--- src/verilog/slac_pkg.sv ---
// constants, command and status layouts for the access control block
// assumes one 10 MHz clock and a word-aligned avalon-mm register bus
package slac_pkg;

  localparam int unsigned ADDR_W = 8;
  localparam int unsigned DATA_W = 32;

  // register byte offsets
  localparam logic [7:0] OFF_CTRL   = 8'h00;
  localparam logic [7:0] OFF_CMD    = 8'h04;
  localparam logic [7:0] OFF_STAT   = 8'h08;
  localparam logic [7:0] OFF_SECSEL = 8'h0C;
  localparam logic [7:0] OFF_SECLVL = 8'h10;

  // control fields and reset values
  localparam int unsigned CTRL_UID7  = 0;
  localparam int unsigned CTRL_ATQHI = 1;
  localparam logic       CTRL_RST   = 1'h0;
  localparam logic [5:0] SECSEL_RST = 6'h00;

  // security levels, ordered low to high
  localparam logic [1:0] LV_PERS = 2'h0;
  localparam logic [1:0] LV_LEG  = 2'h1;
  localparam logic [1:0] LV_MIX  = 2'h2;
  localparam logic [1:0] LV_AES  = 2'h3;

  // aes authentication key kinds
  localparam logic [1:0] KK_SECTOR   = 2'h0;
  localparam logic [1:0] KK_GENUINE  = 2'h1;
  localparam logic [1:0] KK_CARDAUTH = 2'h2;
  localparam logic [1:0] KK_SWITCH   = 2'h3;

  // personalization write targets
  localparam logic [1:0] PK_CFG    = 2'h0;
  localparam logic [1:0] PK_ROOT   = 2'h1;
  localparam logic [1:0] PK_SWITCH = 2'h2;
  localparam logic [1:0] PK_DATA   = 2'h3;

  // apdu instruction bytes and cascade counts
  localparam logic [7:0] INS_SELECT   = 8'hA4;
  localparam logic [7:0] INS_EXT_AUTH = 8'h82;
  localparam logic [1:0] CASC_4B      = 2'h1;
  localparam logic [1:0] CASC_7B      = 2'h2;

  typedef enum logic [3:0] {
    OP_FIELD   = 4'h0,
    OP_ANTICOL = 4'h1,
    OP_L4ACT   = 4'h2,
    OP_ISO     = 4'h3,
    OP_VERSION = 4'h4,
    OP_READSIG = 4'h5,
    OP_PWRITE  = 4'h6,
    OP_PCOMMIT = 4'h7,
    OP_LAUTH   = 4'h8,
    OP_AAUTH   = 4'h9,
    OP_LDATA   = 4'hA,
    OP_ADATA   = 4'hB,
    OP_SECSW   = 4'hC,
    OP_KEYUPD  = 4'hD,
    OP_LCFG    = 4'hE
  } slac_op_t;

  typedef enum logic [2:0] {
    LY_IDLE = 3'h1,
    LY_L3   = 3'h2,
    LY_L4   = 3'h4
  } slac_layer_t;

  typedef enum logic [3:0] {
    AU_NONE = 4'h1,
    AU_LEG  = 4'h2,
    AU_AESL = 4'h4,
    AU_AES  = 4'h8
  } slac_auth_t;

  typedef struct packed {
    logic [7:0] arg;
    logic [1:0] tgt;
    logic [5:0] sec;
    logic [1:0] rsv;
    logic       first;
    logic       wrap;
    slac_op_t   op;
  } slac_cmd_t;

  typedef struct packed {
    logic [1:0]  sess;
    logic [1:0]  atq;
    logic [1:0]  plvl;
    logic        pend;
    logic        l4dis;
    slac_auth_t  auth;
    slac_layer_t layer;
    logic [1:0]  card;
    logic        err;
    logic        ok;
  } slac_stat_t;

  localparam int unsigned STAT_PAD = DATA_W - $bits(slac_stat_t);

endpackage

--- src/verilog/slac_core.sv ---
// card security level tracking and command admission
// assumes reader events arrive as command words over avalon-mm
//
// Summary of operation
// - after layer-4 activation accept apdu select A4h and external-auth 82h
// - native commands also accepted apdu-wrapped, but only after layer 4
// - card or sector level changes only go upward, never downward
// - mixed sectors take legacy and aes operations; never card-wide
// - card acts at the lowest level any sector holds
// - anticollision reports card level, or highest with mixed as aes when option set
// - card level rises by itself once all sectors reach it
// - personalization allows genuineness, version, writes, commit; layer 3 or 4
// - anticollision needs one cascade for 4-byte id, two for 7-byte
// - committed level takes effect only after reactivation
// - commit needs config and root keys, switch key unless going aes
// - legacy stream-cipher auth enters legacy-authenticated state
// - aes card-auth-key auth at legacy level layer 3 only, then legacy auth needed again
// - legacy level: genuineness, aes messaging, updates, switch need layer 4
// - switch key auth accepted as first or following authentication
// - switch key auth moves to aes level after reactivation
// - mixed sectors: legacy commands at layer 3, aes at layer 4
// - legacy level refuses layer-4 activation when configured off
// - aes level: layer 4 only, no legacy data or stream cipher
// - aes level: layer 3, layer 4, then aes auth for data
// - aes auth yields separate encryption and mac session keys
// - layer 4 for all in aes; limited command set in legacy
`timescale 1ns/10ps
module slac_core
  import slac_pkg::*;
#(
  parameter int unsigned NSEC = 32
) (
  // clock and reset
  input  wire logic              clk,
  input  wire logic              nrst,
  // avalon-mm slave
  input  wire logic [ADDR_W-1:0] address,
  input  wire logic              read,
  input  wire logic              write,
  input  wire logic [DATA_W-1:0] writedata,
  input  wire logic [3:0]        byteenable,
  output logic      [DATA_W-1:0] readdata,
  output logic                   waitrequest,
  // card state view
  output logic      [1:0]        card_level,
  output logic      [1:0]        atq_level,
  output logic                   l4_active,
  output logic                   cmd_accept,
  output logic                   cmd_reject
);

  localparam int unsigned SW = $clog2(NSEC);

  logic              wait_r;
  logic [DATA_W-1:0] rdata_r;
  logic              uid7_r;
  logic              atqhi_r;
  logic [5:0]        secsel_r;
  slac_layer_t       layer_r;
  slac_layer_t       layer_nxt;
  slac_auth_t        auth_r;
  slac_auth_t        auth_nxt;
  logic [1:0]        sess_r;
  logic [1:0]        card_lvl_r;
  logic              pend_r;
  logic [1:0]        pend_lvl_r;
  logic [2:0]        keys_r;
  logic              l4dis_r;
  logic [1:0]        atq_r;
  logic              ok_r;
  logic              err_r;
  logic              acc_r;
  logic              rej_r;
  logic [1:0]        sec_lvl_r [NSEC];

  slac_cmd_t         c;
  slac_stat_t        stat;
  logic              ex;
  logic              taken;
  logic              ok_c;
  logic              pend_c;
  logic [1:0]        pend_lvl_c;
  logic              sw_c;
  logic              lcfg_c;
  logic              sess_c;
  logic [3:0]        kw_c;
  logic              apply_c;
  logic [1:0]        min_c;
  logic [1:0]        max_c;
  logic [1:0]        sl;
  logic              sec_ok;
  logic              sl_leg;
  logic              sl_aes;
  logic              pers;
  logic              leg;
  logic              aes;
  logic              l3;
  logic              l4;
  logic              act;

  assign c     = slac_cmd_t'(writedata[$bits(slac_cmd_t)-1:0]);
  assign taken = (read || write) && !wait_r;
  assign ex    = write && !wait_r && address == OFF_CMD
                 && byteenable == 4'hF;

  assign readdata    = rdata_r;
  assign waitrequest = wait_r;
  assign card_level  = card_lvl_r;
  assign atq_level   = atq_r;
  assign l4_active   = layer_r[2];
  assign cmd_accept  = acc_r;
  assign cmd_reject  = rej_r;

  // one wait cycle per access, then one cycle low
  always_ff @(posedge clk or negedge nrst) begin
    if (!nrst) begin
      wait_r <= 1'h1;
    end else begin
      wait_r <= !((read || write) && wait_r);
    end
  end

  always_comb begin
    stat.sess  = sess_r;
    stat.atq   = atq_r;
    stat.plvl  = pend_lvl_r;
    stat.pend  = pend_r;
    stat.l4dis = l4dis_r;
    stat.auth  = auth_r;
    stat.layer = layer_r;
    stat.card  = card_lvl_r;
    stat.err   = err_r;
    stat.ok    = ok_r;
  end

  // read data captured in the wait cycle, stands at the taking edge
  always_ff @(posedge clk or negedge nrst) begin
    if (!nrst) begin
      rdata_r <= 32'h0;
    end else if (read && wait_r) begin
      unique case (address)
        OFF_CTRL:   rdata_r <= {30'h0, atqhi_r, uid7_r};
        OFF_STAT:   rdata_r <= {{STAT_PAD{1'h0}}, stat};
        OFF_SECSEL: rdata_r <= {26'h0, secsel_r};
        OFF_SECLVL: rdata_r <= (32'(secsel_r) < NSEC) ?
                      {30'h0, sec_lvl_r[secsel_r[SW-1:0]]} : 32'h0;
        default:    rdata_r <= 32'h0;
      endcase
    end
  end

  always_ff @(posedge clk or negedge nrst) begin
    if (!nrst) begin
      uid7_r   <= CTRL_RST;
      atqhi_r  <= CTRL_RST;
      secsel_r <= SECSEL_RST;
    end else if (taken && write && byteenable[0]) begin
      if (address == OFF_CTRL) begin
        uid7_r  <= writedata[CTRL_UID7];
        atqhi_r <= writedata[CTRL_ATQHI];
      end
      if (address == OFF_SECSEL) begin
        secsel_r <= writedata[5:0];
      end
    end
  end

  // lowest and highest sector level
  always_comb begin
    min_c = LV_AES;
    max_c = LV_PERS;
    for (int i = 0; i < NSEC; i++) begin
      if (sec_lvl_r[i] < min_c) begin
        min_c = sec_lvl_r[i];
      end
      if (sec_lvl_r[i] > max_c) begin
        max_c = sec_lvl_r[i];
      end
    end
  end

  assign pers   = card_lvl_r == LV_PERS;
  assign leg    = card_lvl_r == LV_LEG;
  assign aes    = card_lvl_r == LV_AES;
  assign l3     = layer_r == LY_L3;
  assign l4     = layer_r == LY_L4;
  assign act    = l3 || l4;
  assign sec_ok = 32'(c.sec) < NSEC;
  assign sl     = sec_ok ? sec_lvl_r[c.sec[SW-1:0]] : LV_PERS;
  assign sl_leg = sec_ok && (sl == LV_LEG || sl == LV_MIX);
  assign sl_aes = sec_ok && (sl == LV_AES || sl == LV_MIX);

  // admission decision for one command word
  always_comb begin
    ok_c       = 1'h0;
    layer_nxt  = layer_r;
    auth_nxt   = auth_r;
    pend_c     = 1'h0;
    pend_lvl_c = LV_AES;
    sw_c       = 1'h0;
    lcfg_c     = 1'h0;
    sess_c     = 1'h0;
    kw_c       = 4'h0;
    unique case (c.op)
      OP_FIELD: begin
        ok_c      = 1'h1;
        layer_nxt = LY_IDLE;
        auth_nxt  = AU_NONE;
      end
      OP_ANTICOL: begin
        ok_c = layer_r == LY_IDLE
               && c.arg[1:0] == (uid7_r ? CASC_7B : CASC_4B);
        layer_nxt = LY_L3;
      end
      OP_L4ACT: begin
        ok_c = l3 && !(leg && l4dis_r);
        layer_nxt = LY_L4;
      end
      OP_ISO: begin
        ok_c = l4 && (c.arg == INS_SELECT
                      || c.arg == INS_EXT_AUTH);
      end
      OP_VERSION, OP_READSIG: begin
        ok_c = pers ? act : l4;
      end
      OP_PWRITE: begin
        ok_c = pers && act;
        kw_c = 4'h1 << c.arg[1:0];
      end
      OP_PCOMMIT: begin
        ok_c = pers && act && keys_r[PK_CFG] && keys_r[PK_ROOT]
               && (keys_r[PK_SWITCH] || c.tgt == LV_AES)
               && (c.tgt == LV_LEG || c.tgt == LV_AES);
        pend_c     = 1'h1;
        pend_lvl_c = c.tgt;
      end
      OP_LAUTH: begin
        ok_c     = leg && l3 && sl_leg;
        auth_nxt = AU_LEG;
      end
      OP_AAUTH: begin
        sess_c = 1'h1;
        unique case (c.arg[1:0])
          KK_SECTOR: begin
            ok_c     = l4 && (aes ? sec_ok : sl_aes);
            auth_nxt = AU_AES;
          end
          KK_GENUINE: begin
            ok_c = pers ? act : l4;
          end
          KK_CARDAUTH: begin
            ok_c     = leg && l3;
            auth_nxt = AU_AESL;
          end
          KK_SWITCH: begin
            // either authenticate flavour, first flag ignored
            ok_c   = leg && l4;
            pend_c = 1'h1;
          end
        endcase
      end
      OP_LDATA: begin
        ok_c = leg && l3 && auth_r == AU_LEG
               && sl_leg;
      end
      OP_ADATA: begin
        ok_c = !pers && l4 && auth_r == AU_AES
               && sl_aes;
      end
      OP_SECSW: begin
        ok_c = leg && l4 && sec_ok && c.tgt != LV_PERS
               && c.tgt > sl;
        sw_c = 1'h1;
      end
      OP_KEYUPD: begin
        ok_c = !pers && l4 && (leg || auth_r == AU_AES);
      end
      OP_LCFG: begin
        // layer 3 too, else a disabled layer 4 could never be re-enabled
        ok_c   = leg && act;
        lcfg_c = 1'h1;
      end
      default: begin
        ok_c = 1'h0;
      end
    endcase
    if (c.wrap && !l4) begin
      ok_c = 1'h0;
    end
    if (!ok_c) begin
      layer_nxt = layer_r;
      auth_nxt  = auth_r;
      pend_c    = 1'h0;
      sw_c      = 1'h0;
      lcfg_c    = 1'h0;
      sess_c    = 1'h0;
      kw_c      = 4'h0;
    end
  end

  assign apply_c = ex && c.op == OP_FIELD && pend_r;

  always_ff @(posedge clk or negedge nrst) begin
    if (!nrst) begin
      layer_r <= LY_IDLE;
      auth_r  <= AU_NONE;
      sess_r  <= 2'h0;
    end else if (ex) begin
      layer_r <= layer_nxt;
      auth_r  <= auth_nxt;
      if (c.op == OP_FIELD) begin
        sess_r <= 2'h0;
      end else if (sess_c) begin
        sess_r <= 2'h3;
      end
    end
  end

  always_ff @(posedge clk or negedge nrst) begin
    if (!nrst) begin
      card_lvl_r <= LV_PERS;
    end else if (apply_c) begin
      card_lvl_r <= pend_lvl_r;
    end else if (leg && min_c == LV_AES) begin
      card_lvl_r <= LV_AES;
    end
  end

  always_ff @(posedge clk or negedge nrst) begin
    if (!nrst) begin
      pend_r     <= 1'h0;
      pend_lvl_r <= LV_PERS;
    end else if (apply_c) begin
      pend_r <= 1'h0;
    end else if (ex && pend_c) begin
      pend_r     <= 1'h1;
      pend_lvl_r <= pend_lvl_c;
    end
  end

  always_ff @(posedge clk or negedge nrst) begin
    if (!nrst) begin
      keys_r  <= 3'h0;
      l4dis_r <= 1'h0;
    end else if (ex) begin
      keys_r <= keys_r | kw_c[2:0];
      if (lcfg_c) begin
        l4dis_r <= c.arg[0];
      end
    end
  end

  // reported level latched on a good anticollision
  always_ff @(posedge clk or negedge nrst) begin
    if (!nrst) begin
      atq_r <= LV_PERS;
    end else if (ex && ok_c && c.op == OP_ANTICOL) begin
      if (atqhi_r) begin
        atq_r <= (max_c == LV_MIX) ? LV_AES : max_c;
      end else begin
        atq_r <= card_lvl_r;
      end
    end
  end

  always_ff @(posedge clk or negedge nrst) begin
    if (!nrst) begin
      ok_r  <= 1'h0;
      err_r <= 1'h0;
      acc_r <= 1'h0;
      rej_r <= 1'h0;
    end else begin
      acc_r <= ex && ok_c;
      rej_r <= ex && !ok_c;
      if (ex) begin
        ok_r  <= ok_c;
        err_r <= !ok_c;
      end
    end
  end

  for (genvar g = 0; g < NSEC; g++) begin : g_sec
    always_ff @(posedge clk or negedge nrst) begin
      if (!nrst) begin
        sec_lvl_r[g] <= LV_PERS;
      end else if (apply_c) begin
        sec_lvl_r[g] <= pend_lvl_r;
      end else if (ex && sw_c && c.sec == 6'(g)) begin
        sec_lvl_r[g] <= c.tgt;
      end
    end
  end
endmodule

--- config.mk ---
export PLATFORM = sky130hd
export DESIGN_NAME = slac_core
export DESIGN_NICKNAME = d
export VERILOG_FILES = /design/src/verilog/slac_pkg.sv /design/src/verilog/slac_core.sv
export SDC_FILE = /design/constraint.sdc
export NUM_CORES = 1
export LEC_CHECK = 0
export CELL_PAD_IN_SITES_DETAIL_PLACEMENT = 0
export CELL_PAD_IN_SITES_GLOBAL_PLACEMENT = 1
export CORE_UTILIZATION = 40
export DETAILED_ROUTE_END_ITERATION = 7
export DONT_BUFFER_PORTS = 1
export GPL_TIMING_DRIVEN = 0
export PLACE_DENSITY = 0.77
export SLEW_MARGIN = 20
export SYNTH_ARGS = -nofsm -noshare
export SYNTH_HDL_FRONTEND = slang
export SYNTH_SLANG_ARGS = --single-unit
--- constraint.sdc ---
create_clock -name clk -period 44.8 [get_ports clk]
set_input_delay 11.2 -clock clk [delete_from_list [all_inputs] [get_ports clk]]
set_output_delay 11.2 -clock clk [all_outputs]
set_load 0.005 [all_outputs]
# Word-level counts from Yosys, hierarchy flattened
# Index checks and enable logic that the tools add are counted.
# totals
register_bits,129
inputBits,48
output_inout_bits,40
word_cells,500
# classes
magnitude_cmp,69
eq_ne,71
shifts,1
muxes,166
n_bitwise,4
reduce_logical,139
# ops
operator,n
two-way mux 2 bit,142
== test 6 x 5 -> 1 bit (second input constant),16
one-hot mux 19 bit (4 select lines),1
logical AND 1 bit,74
nonzero test 2 bit,36
> comparator 2 bit,32
less-than comparator 2 bit,31
== test 6 x 4 -> 1 bit (second input constant),8
== test 4 bit (second input constant),9
== test 6 x 3 -> 1 bit (second input constant),4
binary-select mux 2 bit (select 5 bit),2
== test 2 bit (second input constant),8
== test 4 x 3 -> 1 bit (second input constant),4
== test 8 x 4 -> 1 bit (second input constant),2
== test 8 bit (second input constant),2
one-hot mux 1 bit (14 select lines),1
two-way mux 1 bit,13
== test 4 x 2 -> 1 bit (second input constant),3
== test 6 x 2 -> 1 bit (second input constant),2
>= comparator 6 bit (second input constant),2
less-than comparator 6 bit (second input constant),2
NOT 5 -> 6 bit,2
one-hot mux 4 bit (3 select lines),1
AND reduction 2 bit,5
30 further kinds,48

# Longest topological paths before layout
# Gate-level depths: netlist (run 1).
# logic_depth
ltp_word,68
ltp_mapped,164
depth_no_buf,164

# Least setup slack after synthesis (run 1)
# Ideal clock, no wire load.
# synth_timing
kind,register -> register
start,register sec_lvl_r[61] (netlist bit)
end,"register atq_r[0], in the netlist atq_level[0]"
setup_time_ns,0.128
t_arrival_ns,25.381
required_time_ns,44.672
setup_slack_ns,19.291
stages_incl_launch_ff,161
n_path_buf,0
synth_period_minus_slack_ns,25.509
path_cell_list,dfrtp_1 -> inv_1 -> ha_1 -> o21ba_2 -> or3_1 -> and2_1 -> ha_1 -> inv_1 -> o221a_2 -> a21o_1 -> ha_1 -> inv_1 -> o22a_1 -> a311oi_1 -> a21oi_1 -> ha_1 -> nand2b_1 -> nand2_1 -> (+125 left out) -> ha_1 -> inv_1 -> o22ai_1 -> nor2b_1 -> o21ai_0 -> nand2_1 -> ha_1 -> inv_1 -> o221a_2 -> a31oi_1 -> ha_1 -> inv_1 -> o22ai_1 -> mux2_2 -> o22ai_1 -> nand3_1 -> nor4_1 -> a21oi_1
# synth_between
elab_chain_len,65
word_cells_on_any_way,88
classes_between,order compare: 32; eq/ne: 4; mux: 41; reduce/logical: 11
# synth_lines
item,line,text
from (decl),slac_core.sv:74,logic [1:0] sec_lvl_r [NSEC];
"from (signal, indexed assignment)",slac_core.sv:387,sec_lvl_r[g] <= pend_lvl_r;
"from (signal, indexed assignment)",slac_core.sv:389,sec_lvl_r[g] <= c.tgt;
> comparator 2 bit,slac_core.sv:176,if (sec_lvl_r[i] > max_c) begin
two-way mux 2 bit,slac_core.sv:176,
> comparator 2 bit,slac_core.sv:176,
two-way mux 2 bit,slac_core.sv:176,
> comparator 2 bit,slac_core.sv:176,
two-way mux 2 bit,slac_core.sv:176,
> comparator 2 bit,slac_core.sv:176,
two-way mux 2 bit,slac_core.sv:176,
(+49 left out),-,
two-way mux 2 bit,slac_core.sv:176,
> comparator 2 bit,slac_core.sv:176,
two-way mux 2 bit,slac_core.sv:176,
> comparator 2 bit,slac_core.sv:176,
two-way mux 2 bit,slac_core.sv:176,
== test 2 bit,slac_core.sv:359,atq_r <= (max_c == LV_MIX) ? LV_AES : max_c;
two-way mux 2 bit,slac_core.sv:359,
two-way mux 2 bit,slac_core.sv:358,if (atqhi_r) begin
to (signal assigned),slac_core.sv:359,
to (signal assigned),slac_core.sv:361,atq_r <= card_lvl_r;
to (decl),slac_core.sv:69,logic [1:0] atq_r;
# Parallel ways exist; a longest one is shown, timed or not. The select of a mux whose other input is x is not followed.
# A chain may end at the register's enable or synchronous reset.

# Worst setup path after layout (run 1)
# layout_timing
start,register sec_lvl_r[63] (netlist bit)
end,"register atq_r[0], in the netlist atq_level[0]"
# layout_between
elab_chain_len,67
word_cells_on_any_way,90
classes_between,order compare: 33; eq/ne: 4; mux: 42; reduce/logical: 11
# layout_lines
item,line
> comparator 2 x 1 -> 1 bit,slac_core.sv:176
two-way mux 2 bit,slac_core.sv:176
> comparator 2 bit,slac_core.sv:176
two-way mux 2 bit,slac_core.sv:176
> comparator 2 bit,slac_core.sv:176
two-way mux 2 bit,slac_core.sv:176
> comparator 2 bit,slac_core.sv:176
two-way mux 2 bit,slac_core.sv:176
(+51 left out),-
two-way mux 2 bit,slac_core.sv:176
> comparator 2 bit,slac_core.sv:176
two-way mux 2 bit,slac_core.sv:176
> comparator 2 bit,slac_core.sv:176
two-way mux 2 bit,slac_core.sv:176
== test 2 bit,slac_core.sv:359
two-way mux 2 bit,slac_core.sv:359
two-way mux 2 bit,slac_core.sv:358
# Parallel ways exist; a longest one is shown, timed or not. The select of a mux whose other input is x is not followed.

==> results of run 1 <==
-- stage by stage --
| stage | instance area, um^2 | power [mW] |
|---|---|---|
| 6_report | 12000 | 0.244 |
| 2_1_floorplan | 11100 | 0.118 |
| 3_5_place_dp | 11500 | 0.122 |
| 3_3_place_gp | 11500 | 0.122 |
| 5_1_grt | 12000 | 0.253 |
| 4_1_cts | 12000 | 0.245 |
-- registers in the layout, indices dropped and copies added (netlist names), 3 cells and up --
register	flops
secsel_r	6
layer_r	3
keys_r	3
auth_r	4
readdata	18
sec_lvl_r	64
-- routing by layer --
layer | vias to the layer above | wire, um | global-route usage [%]
li1 | 4358 | - | -
met1 | 4449 | 13800 | 30.2
met2 | 257 | 13500 | 34.6
met3 | 32 | 1750 | 4.14
met4 | 0 | 568 | 5.82
met5 | - | 0 | 0
-- kinds of logic (layout without fill, tap and decap cells) --
family | after synthesis | in the layout | synth area share, %
buffers and inverters | 199 | 231 | 7.56
DFF | 114 | 114 | 25.9
muxes | 125 | 125 | 15.5
other | 1 | 14 | 0.0341
adders and majority gates | 157 | 157 | 17.8
AOI/OAI and AO/OA | 263 | 263 | 17.9
xor gates and xnor gates | 2 | 2 | 0.159
and+or+nand+nor | 316 | 316 | 15.1
-- placed cells by master, fill, tap and decap left out, types with 8 or more instances in the layout --
| master | instances |
|---|---|
| ha_1 | 157 |
| inv_1 | 127 |
| dfrtp_1 | 111 |
| mux2_2 | 79 |
| nor2_1 | 60 |
| nand2_1 | 60 |
| nand3_1 | 50 |
| clkbuf_1 | 46 |
| o31ai_1 | 36 |
| nor2b_1 | 33 |
| nand2b_1 | 30 |
| a21oi_1 | 28 |
| mux4_2 | 28 |
| o21ai_0 | 27 |
| o22ai_1 | 23 |
| o21bai_1 | 18 |
| a22o_1 | 17 |
| clkbuf_16 | 17 |
| o2111ai_1 | 16 |
| nor3_1 | 16 |
| buf_4 | 16 |
| mux2i_1 | 16 |
| o211ai_1 | 13 |
| conb_1 | 13 |
| o21ba_2 | 12 |
| nand4_1 | 10 |
| or2_2 | 8 |
| a31oi_1 | 8 |
| nor4b_1 | 8 |
-- worst max path at each step --
stage                                          end  depth (start not counted)
after global routing      atq_level[0]$_DFFE_PN0P_                        161
after detailed placement  atq_level[0]$_DFFE_PN0P_                        161
after floorplan           atq_level[0]$_DFFE_PN0P_                        160
final                     atq_level[0]$_DFFE_PN0P_                        161
after CTS                 atq_level[0]$_DFFE_PN0P_                        161
after global placement    atq_level[0]$_DFFE_PN0P_                        160
-- power breakdown --
group	total [mW]	internal, mW	switching [mW]
Combinational	0.0172	0.00605	0.0111
Sequential	0.104	0.103	0.000256
Clock	0.123	0.0713	0.0521
Total	0.244	0.181	0.0635
-- worst register-to-register path, delay by kind of cell (launching register included) --
| family | cells | cell delay, ns |
|---|---|---|
| buffers and inverters | 15 | 0.86 |
| AOI/OAI and AO/OA | 54 | 11.29 |
| and+or+nand+nor | 57 | 8.07 |
| adders and majority gates | 31 | 7.74 |
| DFF | 1 | 0.46 |
| muxes | 4 | 1.32 |
-- area by class of cell --
class | instances | area share (%)
multi-input cells | 876 | 61.3
flip-flops and latches | 114 | 23.7
inverters | 127 | 3.96
clock buffers | 19 | 3.60
well taps | 341 | 3.55
plain buffers | 72 | 2.95
clock inverters | 13 | 0.843
diodes | 1 | 0.0208
==> run_summary.xml, run 1 <==
<?xml version="1.0" encoding="UTF-8"?>
<metrics>
  <group name="power">
    <metric name="peakVddDrop" unit="mV">0.0277</metric>
    <metric name="power_per_cell_area" unit="mW/mm^2">20.3</metric>
    <metric name="cellLeakagePower" unit="nW">5.23</metric>
  </group>
  <group name="critical_path">
    <metric name="criticalPathCategory" unit="">reg2reg</metric>
    <metric name="setup.reg_to_reg.worst_slack" unit="ns">14.92</metric>
    <metric name="cp.arrival" unit="ns">30.16</metric>
    <metric name="cp_top_family" unit="">compound AO/OA/AOI/OAI gates</metric>
    <metric name="crit_path_max_incr_delay" unit="ns">0.46</metric>
    <metric name="worstReg2RegEnd" unit="">atq_level[0]$_DFFE_PN0P_</metric>
    <metric name="cpMostUsedCell" unit="">ha_1</metric>
    <metric name="timing.critical_path.buf_inv" unit="">15</metric>
    <metric name="rr_worst_depth" unit="">161</metric>
    <metric name="kind_of_launch_point_of_the_worst_setup_path" unit="">register</metric>
    <metric name="critical-path-slowest-cell" unit="">dfrtp_1</metric>
    <metric name="worstSetupEndpointType" unit="">register</metric>
    <metric name="worst_r2r_startpoint" unit="">sec_lvl_r[63]$_DFFE_PN0P_</metric>
    <metric name="cp.required" unit="ns">45.08</metric>
    <metric name="critPathMaxFanout" unit="">6</metric>
    <metric name="crit_path_from" unit="">sec_lvl_r[63]$_DFFE_PN0P_</metric>
  </group>
  <group name="clock_tree">
    <metric name="worstSkewPairLatency" unit="ns">0.42</metric>
    <metric name="count_of_h_tree_levels_built_during_cts" unit="">4</metric>
    <metric name="cts_post_setup_buffers_inserted" unit="">0</metric>
    <metric name="cts.repair.resized" unit="">0</metric>
    <metric name="cts_num_sinks" unit="">114</metric>
    <metric name="numCtsBuffers" unit="">17</metric>
    <metric name="postCtsHoldBufs" unit="">0</metric>
    <metric name="cts.root.buffer_cell" unit="">clkbuf_16</metric>
    <metric name="cts_tree" unit="">yes</metric>
    <metric name="cts_max_path_buffers" unit="">2</metric>
    <metric name="worst_setup_hold_path_clk_slew" unit="ns">0.06</metric>
  </group>
  <group name="placement">
    <metric name="placement.setup.worst_slack" unit="ns">14.99</metric>
    <metric name="place.detailed.hpwl" unit="mm">23.3</metric>
    <metric name="place.port_buffers" unit="">0</metric>
    <metric name="gp_congestion" unit="">0.942</metric>
    <metric name="placed_cells_incl_taps" unit="">1530</metric>
  </group>
  <group name="global_routing">
    <metric name="via_count_of_the_first_global_routing_pass" unit="">8948</metric>
    <metric name="grt_remaining_overflow" unit="">0</metric>
    <metric name="grt_pass1_wl" unit="mm">48.8</metric>
    <metric name="antenna_violations_before_repair" unit="">1</metric>
    <metric name="grt_max_degree" unit="">115</metric>
    <metric name="groute.usage.overall" unit="%">21.8</metric>
  </group>
  <group name="synth">
    <metric name="yosysTopAreaCellShare" unit="%">25.2</metric>
    <metric name="synth.yosys.warnings" unit="">0</metric>
    <metric name="synth_top_cells_by_area" unit="">dfrtp_1, ha_1, mux2_2</metric>
    <metric name="synth.yosys.seq_area_share" unit="%">25.9</metric>
    <metric name="yosysMostFrequentCell" unit="">ha_1</metric>
    <metric name="ys_top_cells_by_count" unit="">ha_1, inv_1, dfrtp_1, mux2_2</metric>
    <metric name="synth_cells" unit="">1177</metric>
    <metric name="syn_avg_cell_area" unit="um^2">9.36</metric>
    <metric name="postSynthRegisterBits" unit="">114</metric>
    <metric name="post_synth_top_flop" unit="">dfrtp_1</metric>
    <metric name="ffs_w_async_s_r_synth" unit="%">100</metric>
    <metric name="yosys.cell_types.count" unit="">80</metric>
    <metric name="synth_edf_count" unit="">0</metric>
    <metric name="library_cell_with_the_largest_summed_area_after_synthesis" unit="">dfrtp_1</metric>
    <metric name="mappedNetlistArea" unit="mm^2">0.0110</metric>
  </group>
  <group name="routing">
    <metric name="remaining_drc_errors" unit="">0</metric>
    <metric name="routed_wl" unit="mm">29.7</metric>
    <metric name="ant_nets" unit="">0</metric>
    <metric name="post_drt_via_cell_ratio" unit="">5.82</metric>
    <metric name="num_vias" unit="">9096</metric>
    <metric name="wl_per_cell" unit="um">19.0</metric>
    <metric name="drt_iter0_drc" unit="">714</metric>
    <metric name="detailedRoute.firstPassIterationCount" unit="">5</metric>
  </group>
  <group name="worst_hold_path">
    <metric name="worst_hold_path.num_cells" unit="">1</metric>
    <metric name="min_from" unit="">keys_r[0]$_DFFE_PN0P_</metric>
    <metric name="hp-class" unit="">reg2reg</metric>
    <metric name="whs_endpoint" unit="">keys_r[0]$_DFFE_PN0P_</metric>
  </group>
  <group name="sta">
    <metric name="clk_skew" unit="ns">0.00880</metric>
    <metric name="worst_hold_slack" unit="ns">0.470</metric>
    <metric name="max_freq" unit="MHz">33.5</metric>
    <metric name="unrepaired_setup_endpoints_after_global_routing" unit="">no</metric>
    <metric name="fin_ws" unit="ns">14.92</metric>
    <metric name="finalCritPeriodShare" unit="%">66.7</metric>
    <metric name="report.final.hold_viol_count" unit="">0</metric>
    <metric name="final_sum_of_negative_setup_slack" unit="ns">0</metric>
    <metric name="finalWorstPathRequiredPeriod" unit="ns">29.88</metric>
    <metric name="slew_violations" unit="">0</metric>
    <metric name="pin_slew_with_the_least_headroom_to_its_limit" unit="ns">0.914</metric>
    <metric name="slew_limit_headroom" unit="%">39.1</metric>
    <metric name="setup_viol" unit="">0</metric>
  </group>
  <group name="die">
    <metric name="ioPinCount" unit="">88</metric>
    <metric name="die_area" unit="mm^2">0.0282</metric>
    <metric name="start_util" unit="%">40.9</metric>
    <metric name="fp-row-count" unit="">60</metric>
    <metric name="die_height" unit="um">168</metric>
    <metric name="design.core.area" unit="mm^2">0.0270</metric>
    <metric name="die_width" unit="um">168</metric>
  </group>
  <group name="layout">
    <metric name="multiInputGateArea" unit="mm^2">0.00738</metric>
    <metric name="seq_area" unit="mm^2">0.00286</metric>
    <metric name="num-fill-cells" unit="">2641</metric>
    <metric name="drive_above_1_share" unit="%">15.6</metric>
    <metric name="final_cells" unit="">1563</metric>
    <metric name="flow.area_growth_from_synthesis" unit="%">9.21</metric>
    <metric name="final_util" unit="%">44.6</metric>
    <metric name="nNetsFinal" unit="">1413</metric>
  </group>
  <group name="run">
    <metric name="cap_viol_max_count" unit="">0</metric>
  </group>
  <group name="run_status">
    <metric name="status" unit="">finished, final reports clean</metric>
  </group>
</metrics>
No activity file was read; power rests on OpenSTA's default activity.
==> run 2: changes to the inputs <==
--- a/config.mk
+++ b/config.mk
@@ -11,7 +11,7 @@
 export DETAILED_ROUTE_END_ITERATION = 7
 export DONT_BUFFER_PORTS = 1
 export GPL_TIMING_DRIVEN = 0
-export PLACE_DENSITY = 0.77
+export PLACE_DENSITY = 0.79
 export SLEW_MARGIN = 20
 export SYNTH_ARGS = -nofsm -noshare
 export SYNTH_HDL_FRONTEND = slang
==> constraint.sdc (replaced) <==
create_clock -name clk -period 26.7 [get_ports clk]
set_input_delay 6.675 -clock clk [delete_from_list [all_inputs] [get_ports clk]]
set_output_delay 6.675 -clock clk [all_outputs]
set_load 0.005 [all_outputs]
==> run 2 against run 1 <==
Effect of this change: count of clock-buffer cells in the layout decreased by 1; clock skew increased by 0.0014 ns; total power increased by 74%; flip-flop and latch count unchanged; worst setup slack got worse by 15 ns; cell count increased by 8.5%; first-iteration DRC count decreased by 23%; wire length increased by 15%; worst hold slack got worse by 0.0028 ns; global-route usage increased by 1.3 points.
==> run_summary.xml, run 2 (synthesis gave the netlist of run 1 again) <==
<?xml version="1.0" encoding="UTF-8"?>
<metrics>
  <group name="sta">
    <metric name="fin_ws" unit="ns">0.280</metric>
    <metric name="slew_limit_headroom" unit="%">24.5</metric>
    <metric name="pin_slew_with_the_least_headroom_to_its_limit" unit="ns">1.12</metric>
    <metric name="clk_skew" unit="ns">0.0102</metric>
    <metric name="final_sum_of_negative_setup_slack" unit="ns">0</metric>
    <metric name="setup_viol" unit="">0</metric>
    <metric name="unrepaired_setup_endpoints_after_global_routing" unit="">yes</metric>
    <metric name="finalWorstPathRequiredPeriod" unit="ns">26.42</metric>
    <metric name="max_freq" unit="MHz">37.9</metric>
    <metric name="finalCritPeriodShare" unit="%">99.0</metric>
    <metric name="slew_violations" unit="">0</metric>
    <metric name="report.final.hold_viol_count" unit="">0</metric>
  </group>
  <group name="routing">
    <metric name="ant_nets" unit="">0</metric>
    <metric name="post_drt_via_cell_ratio" unit="">5.89</metric>
    <metric name="num_vias" unit="">9991</metric>
    <metric name="wl_per_cell" unit="um">20.0</metric>
    <metric name="drt_iter0_drc" unit="">551</metric>
    <metric name="detailedRoute.firstPassIterationCount" unit="">6</metric>
    <metric name="remaining_drc_errors" unit="">0</metric>
    <metric name="routed_wl" unit="mm">34.0</metric>
  </group>
  <group name="power">
    <metric name="sw_frac_of_total" unit="%">25.7</metric>
    <metric name="power_switching" unit="mW">0.109</metric>
    <metric name="seq_power_share" unit="%">40.8</metric>
    <metric name="clock_share_of_power" unit="%">50.8</metric>
    <metric name="internal-power" unit="mW">0.316</metric>
    <metric name="cellLeakagePower" unit="nW">6.07</metric>
    <metric name="fin_total_pwr" unit="mW">0.426</metric>
    <metric name="power_per_cell_area" unit="mW/mm^2">30.0</metric>
    <metric name="peakVddDrop" unit="mV">0.0485</metric>
    <metric name="combPwrFrac" unit="%">8.4</metric>
  </group>
  <group name="layout">
    <metric name="largest_register" unit="">sec_lvl_r</metric>
    <metric name="commonest_non_fill_non_tap_cells_in_the_layout" unit="">buf_4, ha_1, inv_1, dfrtp_1, mux2_2</metric>
    <metric name="nNetsFinal" unit="">1547</metric>
    <metric name="largest_reg_flops" unit="">64</metric>
    <metric name="antenna_cells_inserted" unit="">0</metric>
    <metric name="final_util" unit="%">52.7</metric>
    <metric name="drive_above_1_share" unit="%">35.1</metric>
    <metric name="flow.area_growth_from_synthesis" unit="%">29.0</metric>
    <metric name="mostFrequentLayoutCell" unit="">buf_4</metric>
    <metric name="num-fill-cells" unit="">2341</metric>
  </group>
  <group name="clock_tree">
    <metric name="postCtsHoldBufs" unit="">0</metric>
    <metric name="cts_num_sinks" unit="">114</metric>
    <metric name="worstSkewPairLatency" unit="ns">0.42</metric>
    <metric name="numCtsBuffers" unit="">17</metric>
    <metric name="worst_setup_hold_path_clk_slew" unit="ns">0.06</metric>
    <metric name="cts.root.buffer_cell" unit="">clkbuf_16</metric>
    <metric name="cts_tree" unit="">yes</metric>
    <metric name="cts_max_path_buffers" unit="">2</metric>
    <metric name="count_of_h_tree_levels_built_during_cts" unit="">4</metric>
  </group>
  <group name="placement">
    <metric name="place.port_buffers" unit="">0</metric>
    <metric name="gp_congestion" unit="">0.963</metric>
    <metric name="placement.setup.worst_slack" unit="ns">-3.20</metric>
    <metric name="place.detailed.hpwl" unit="mm">23.1</metric>
  </group>
  <group name="die">
    <metric name="design.core.area" unit="mm^2">0.0270</metric>
    <metric name="start_util" unit="%">40.9</metric>
    <metric name="die_area" unit="mm^2">0.0282</metric>
    <metric name="die_width" unit="um">168</metric>
    <metric name="ioPinCount" unit="">88</metric>
    <metric name="fp-row-count" unit="">60</metric>
    <metric name="die_height" unit="um">168</metric>
  </group>
  <group name="critical_path">
    <metric name="cp.required" unit="ns">26.98</metric>
    <metric name="worstSetupEndpointType" unit="">register</metric>
    <metric name="criticalPathCategory" unit="">reg2reg</metric>
    <metric name="cpMostUsedCell" unit="">ha_4</metric>
    <metric name="cp.arrival" unit="ns">26.70</metric>
    <metric name="cp_top_family" unit="">compound AO/OA/AOI/OAI gates</metric>
    <metric name="crit_path_max_incr_delay" unit="ns">0.43</metric>
    <metric name="kind_of_launch_point_of_the_worst_setup_path" unit="">register</metric>
    <metric name="critPathMaxFanout" unit="">4</metric>
    <metric name="timing.critical_path.buf_inv" unit="">16</metric>
    <metric name="setup.reg_to_reg.worst_slack" unit="ns">0.28</metric>
    <metric name="critical-path-slowest-cell" unit="">dfrtp_2</metric>
  </group>
  <group name="run">
    <metric name="cap_viol_max_count" unit="">0</metric>
  </group>
  <group name="global_routing">
    <metric name="grt_remaining_overflow" unit="">0</metric>
    <metric name="grt_pass1_wl" unit="mm">51.3</metric>
    <metric name="groute.usage.overall" unit="%">23.1</metric>
    <metric name="grt_max_degree" unit="">115</metric>
    <metric name="antenna_violations_before_repair" unit="">0</metric>
    <metric name="via_count_of_the_first_global_routing_pass" unit="">9617</metric>
  </group>
  <group name="worst_hold_path">
    <metric name="hp-class" unit="">reg2reg</metric>
  </group>
  <group name="run_status">
    <metric name="status" unit="">finished, final reports clean</metric>
  </group>
</metrics>
run 2: cell count changes in the layout (fill, tap and decap cells not counted), moves of 8 or more:
cell and delta:
nand2b_4 +10, o21bai_1 -11, o21bai_4 +9, ha_4 +22, o22ai_1 -9, inv_1 -15, buf_4 +132, ha_1 -26
nand2b_1 -10, nand2_2 +8, nand2_1 -13, inv_2 +11, nor2_1 -13
run 2: final cells by class:
class,instances,area [um^2],share of cell area (%)
plain buffers,72,355,2.50
clock buffers,18,429,3.02
flip-flops and latches,114,2860,20.1
repair buffers,134,1010,7.13
multi-input cells,876,8500,59.8
well taps,341,427,3.00
clock inverters,14,133,0.933
inverters,127,487,3.43
run 2: power by group through the flow:
stage	Sequential [mW]	Clock [mW]	Combinational (mW)
2_1_floorplan	0.177	0	0.0211
3_3_place_gp	0.177	0	0.0280
3_5_place_dp	0.177	0	0.0282
4_1_cts	0.174	0.218	0.0312
5_1_grt	0.174	0.226	0.0382
6_report	0.174	0.216	0.0357
run 2: what timing repair did:
item,CTS,global route
setup endpoints to repair,1,1
endpoints found under the hold margin,0,0
pin swaps,83,98
buffers inserted,97,38
resized for setup,121,103
run 2: worst paths after layout:
check	cells after the start	endpoint	startpoint
max	162	atq_level[0]$_DFFE_PN0P_	sec_lvl_r[63]$_DFFE_PN0P_
min	1	keys_r[1]$_DFFE_PN0P_	keys_r[1]$_DFFE_PN0P_
max reg2reg	162	atq_level[0]$_DFFE_PN0P_	sec_lvl_r[63]$_DFFE_PN0P_
min reg2reg	1	keys_r[1]$_DFFE_PN0P_	keys_r[1]$_DFFE_PN0P_
max in group asynchronous	0	layer_r[0]$_DFFE_PN1P_	nrst
min in group asynchronous	0	readdata[11]$_DFFE_PN0P_	nrst
run 2: stage by stage:
stage          cell area, um^2  cells  hold slack [ns]
2_1_floorplan            11100   1189            0.436
3_3_place_gp             11500   1530            0.456
3_5_place_dp             11500   1530            0.458
4_1_cts                  13300   1659            0.470
5_1_grt                  14200   1696            0.484
6_report                 14200   1696            0.467
run 2: routing by layer:
| metal | vias to the layer above | wire (um) | track usage (%) |
|---|---|---|---|
| met5 | - | 0 | 0 |
| met1 | 4916 | 14500 | 30.3 |
| met3 | 78 | 2130 | 4.35 |
| met2 | 356 | 16300 | 37.6 |
| li1 | 4641 | - | - |
| met4 | 0 | 1030 | 8.50 |
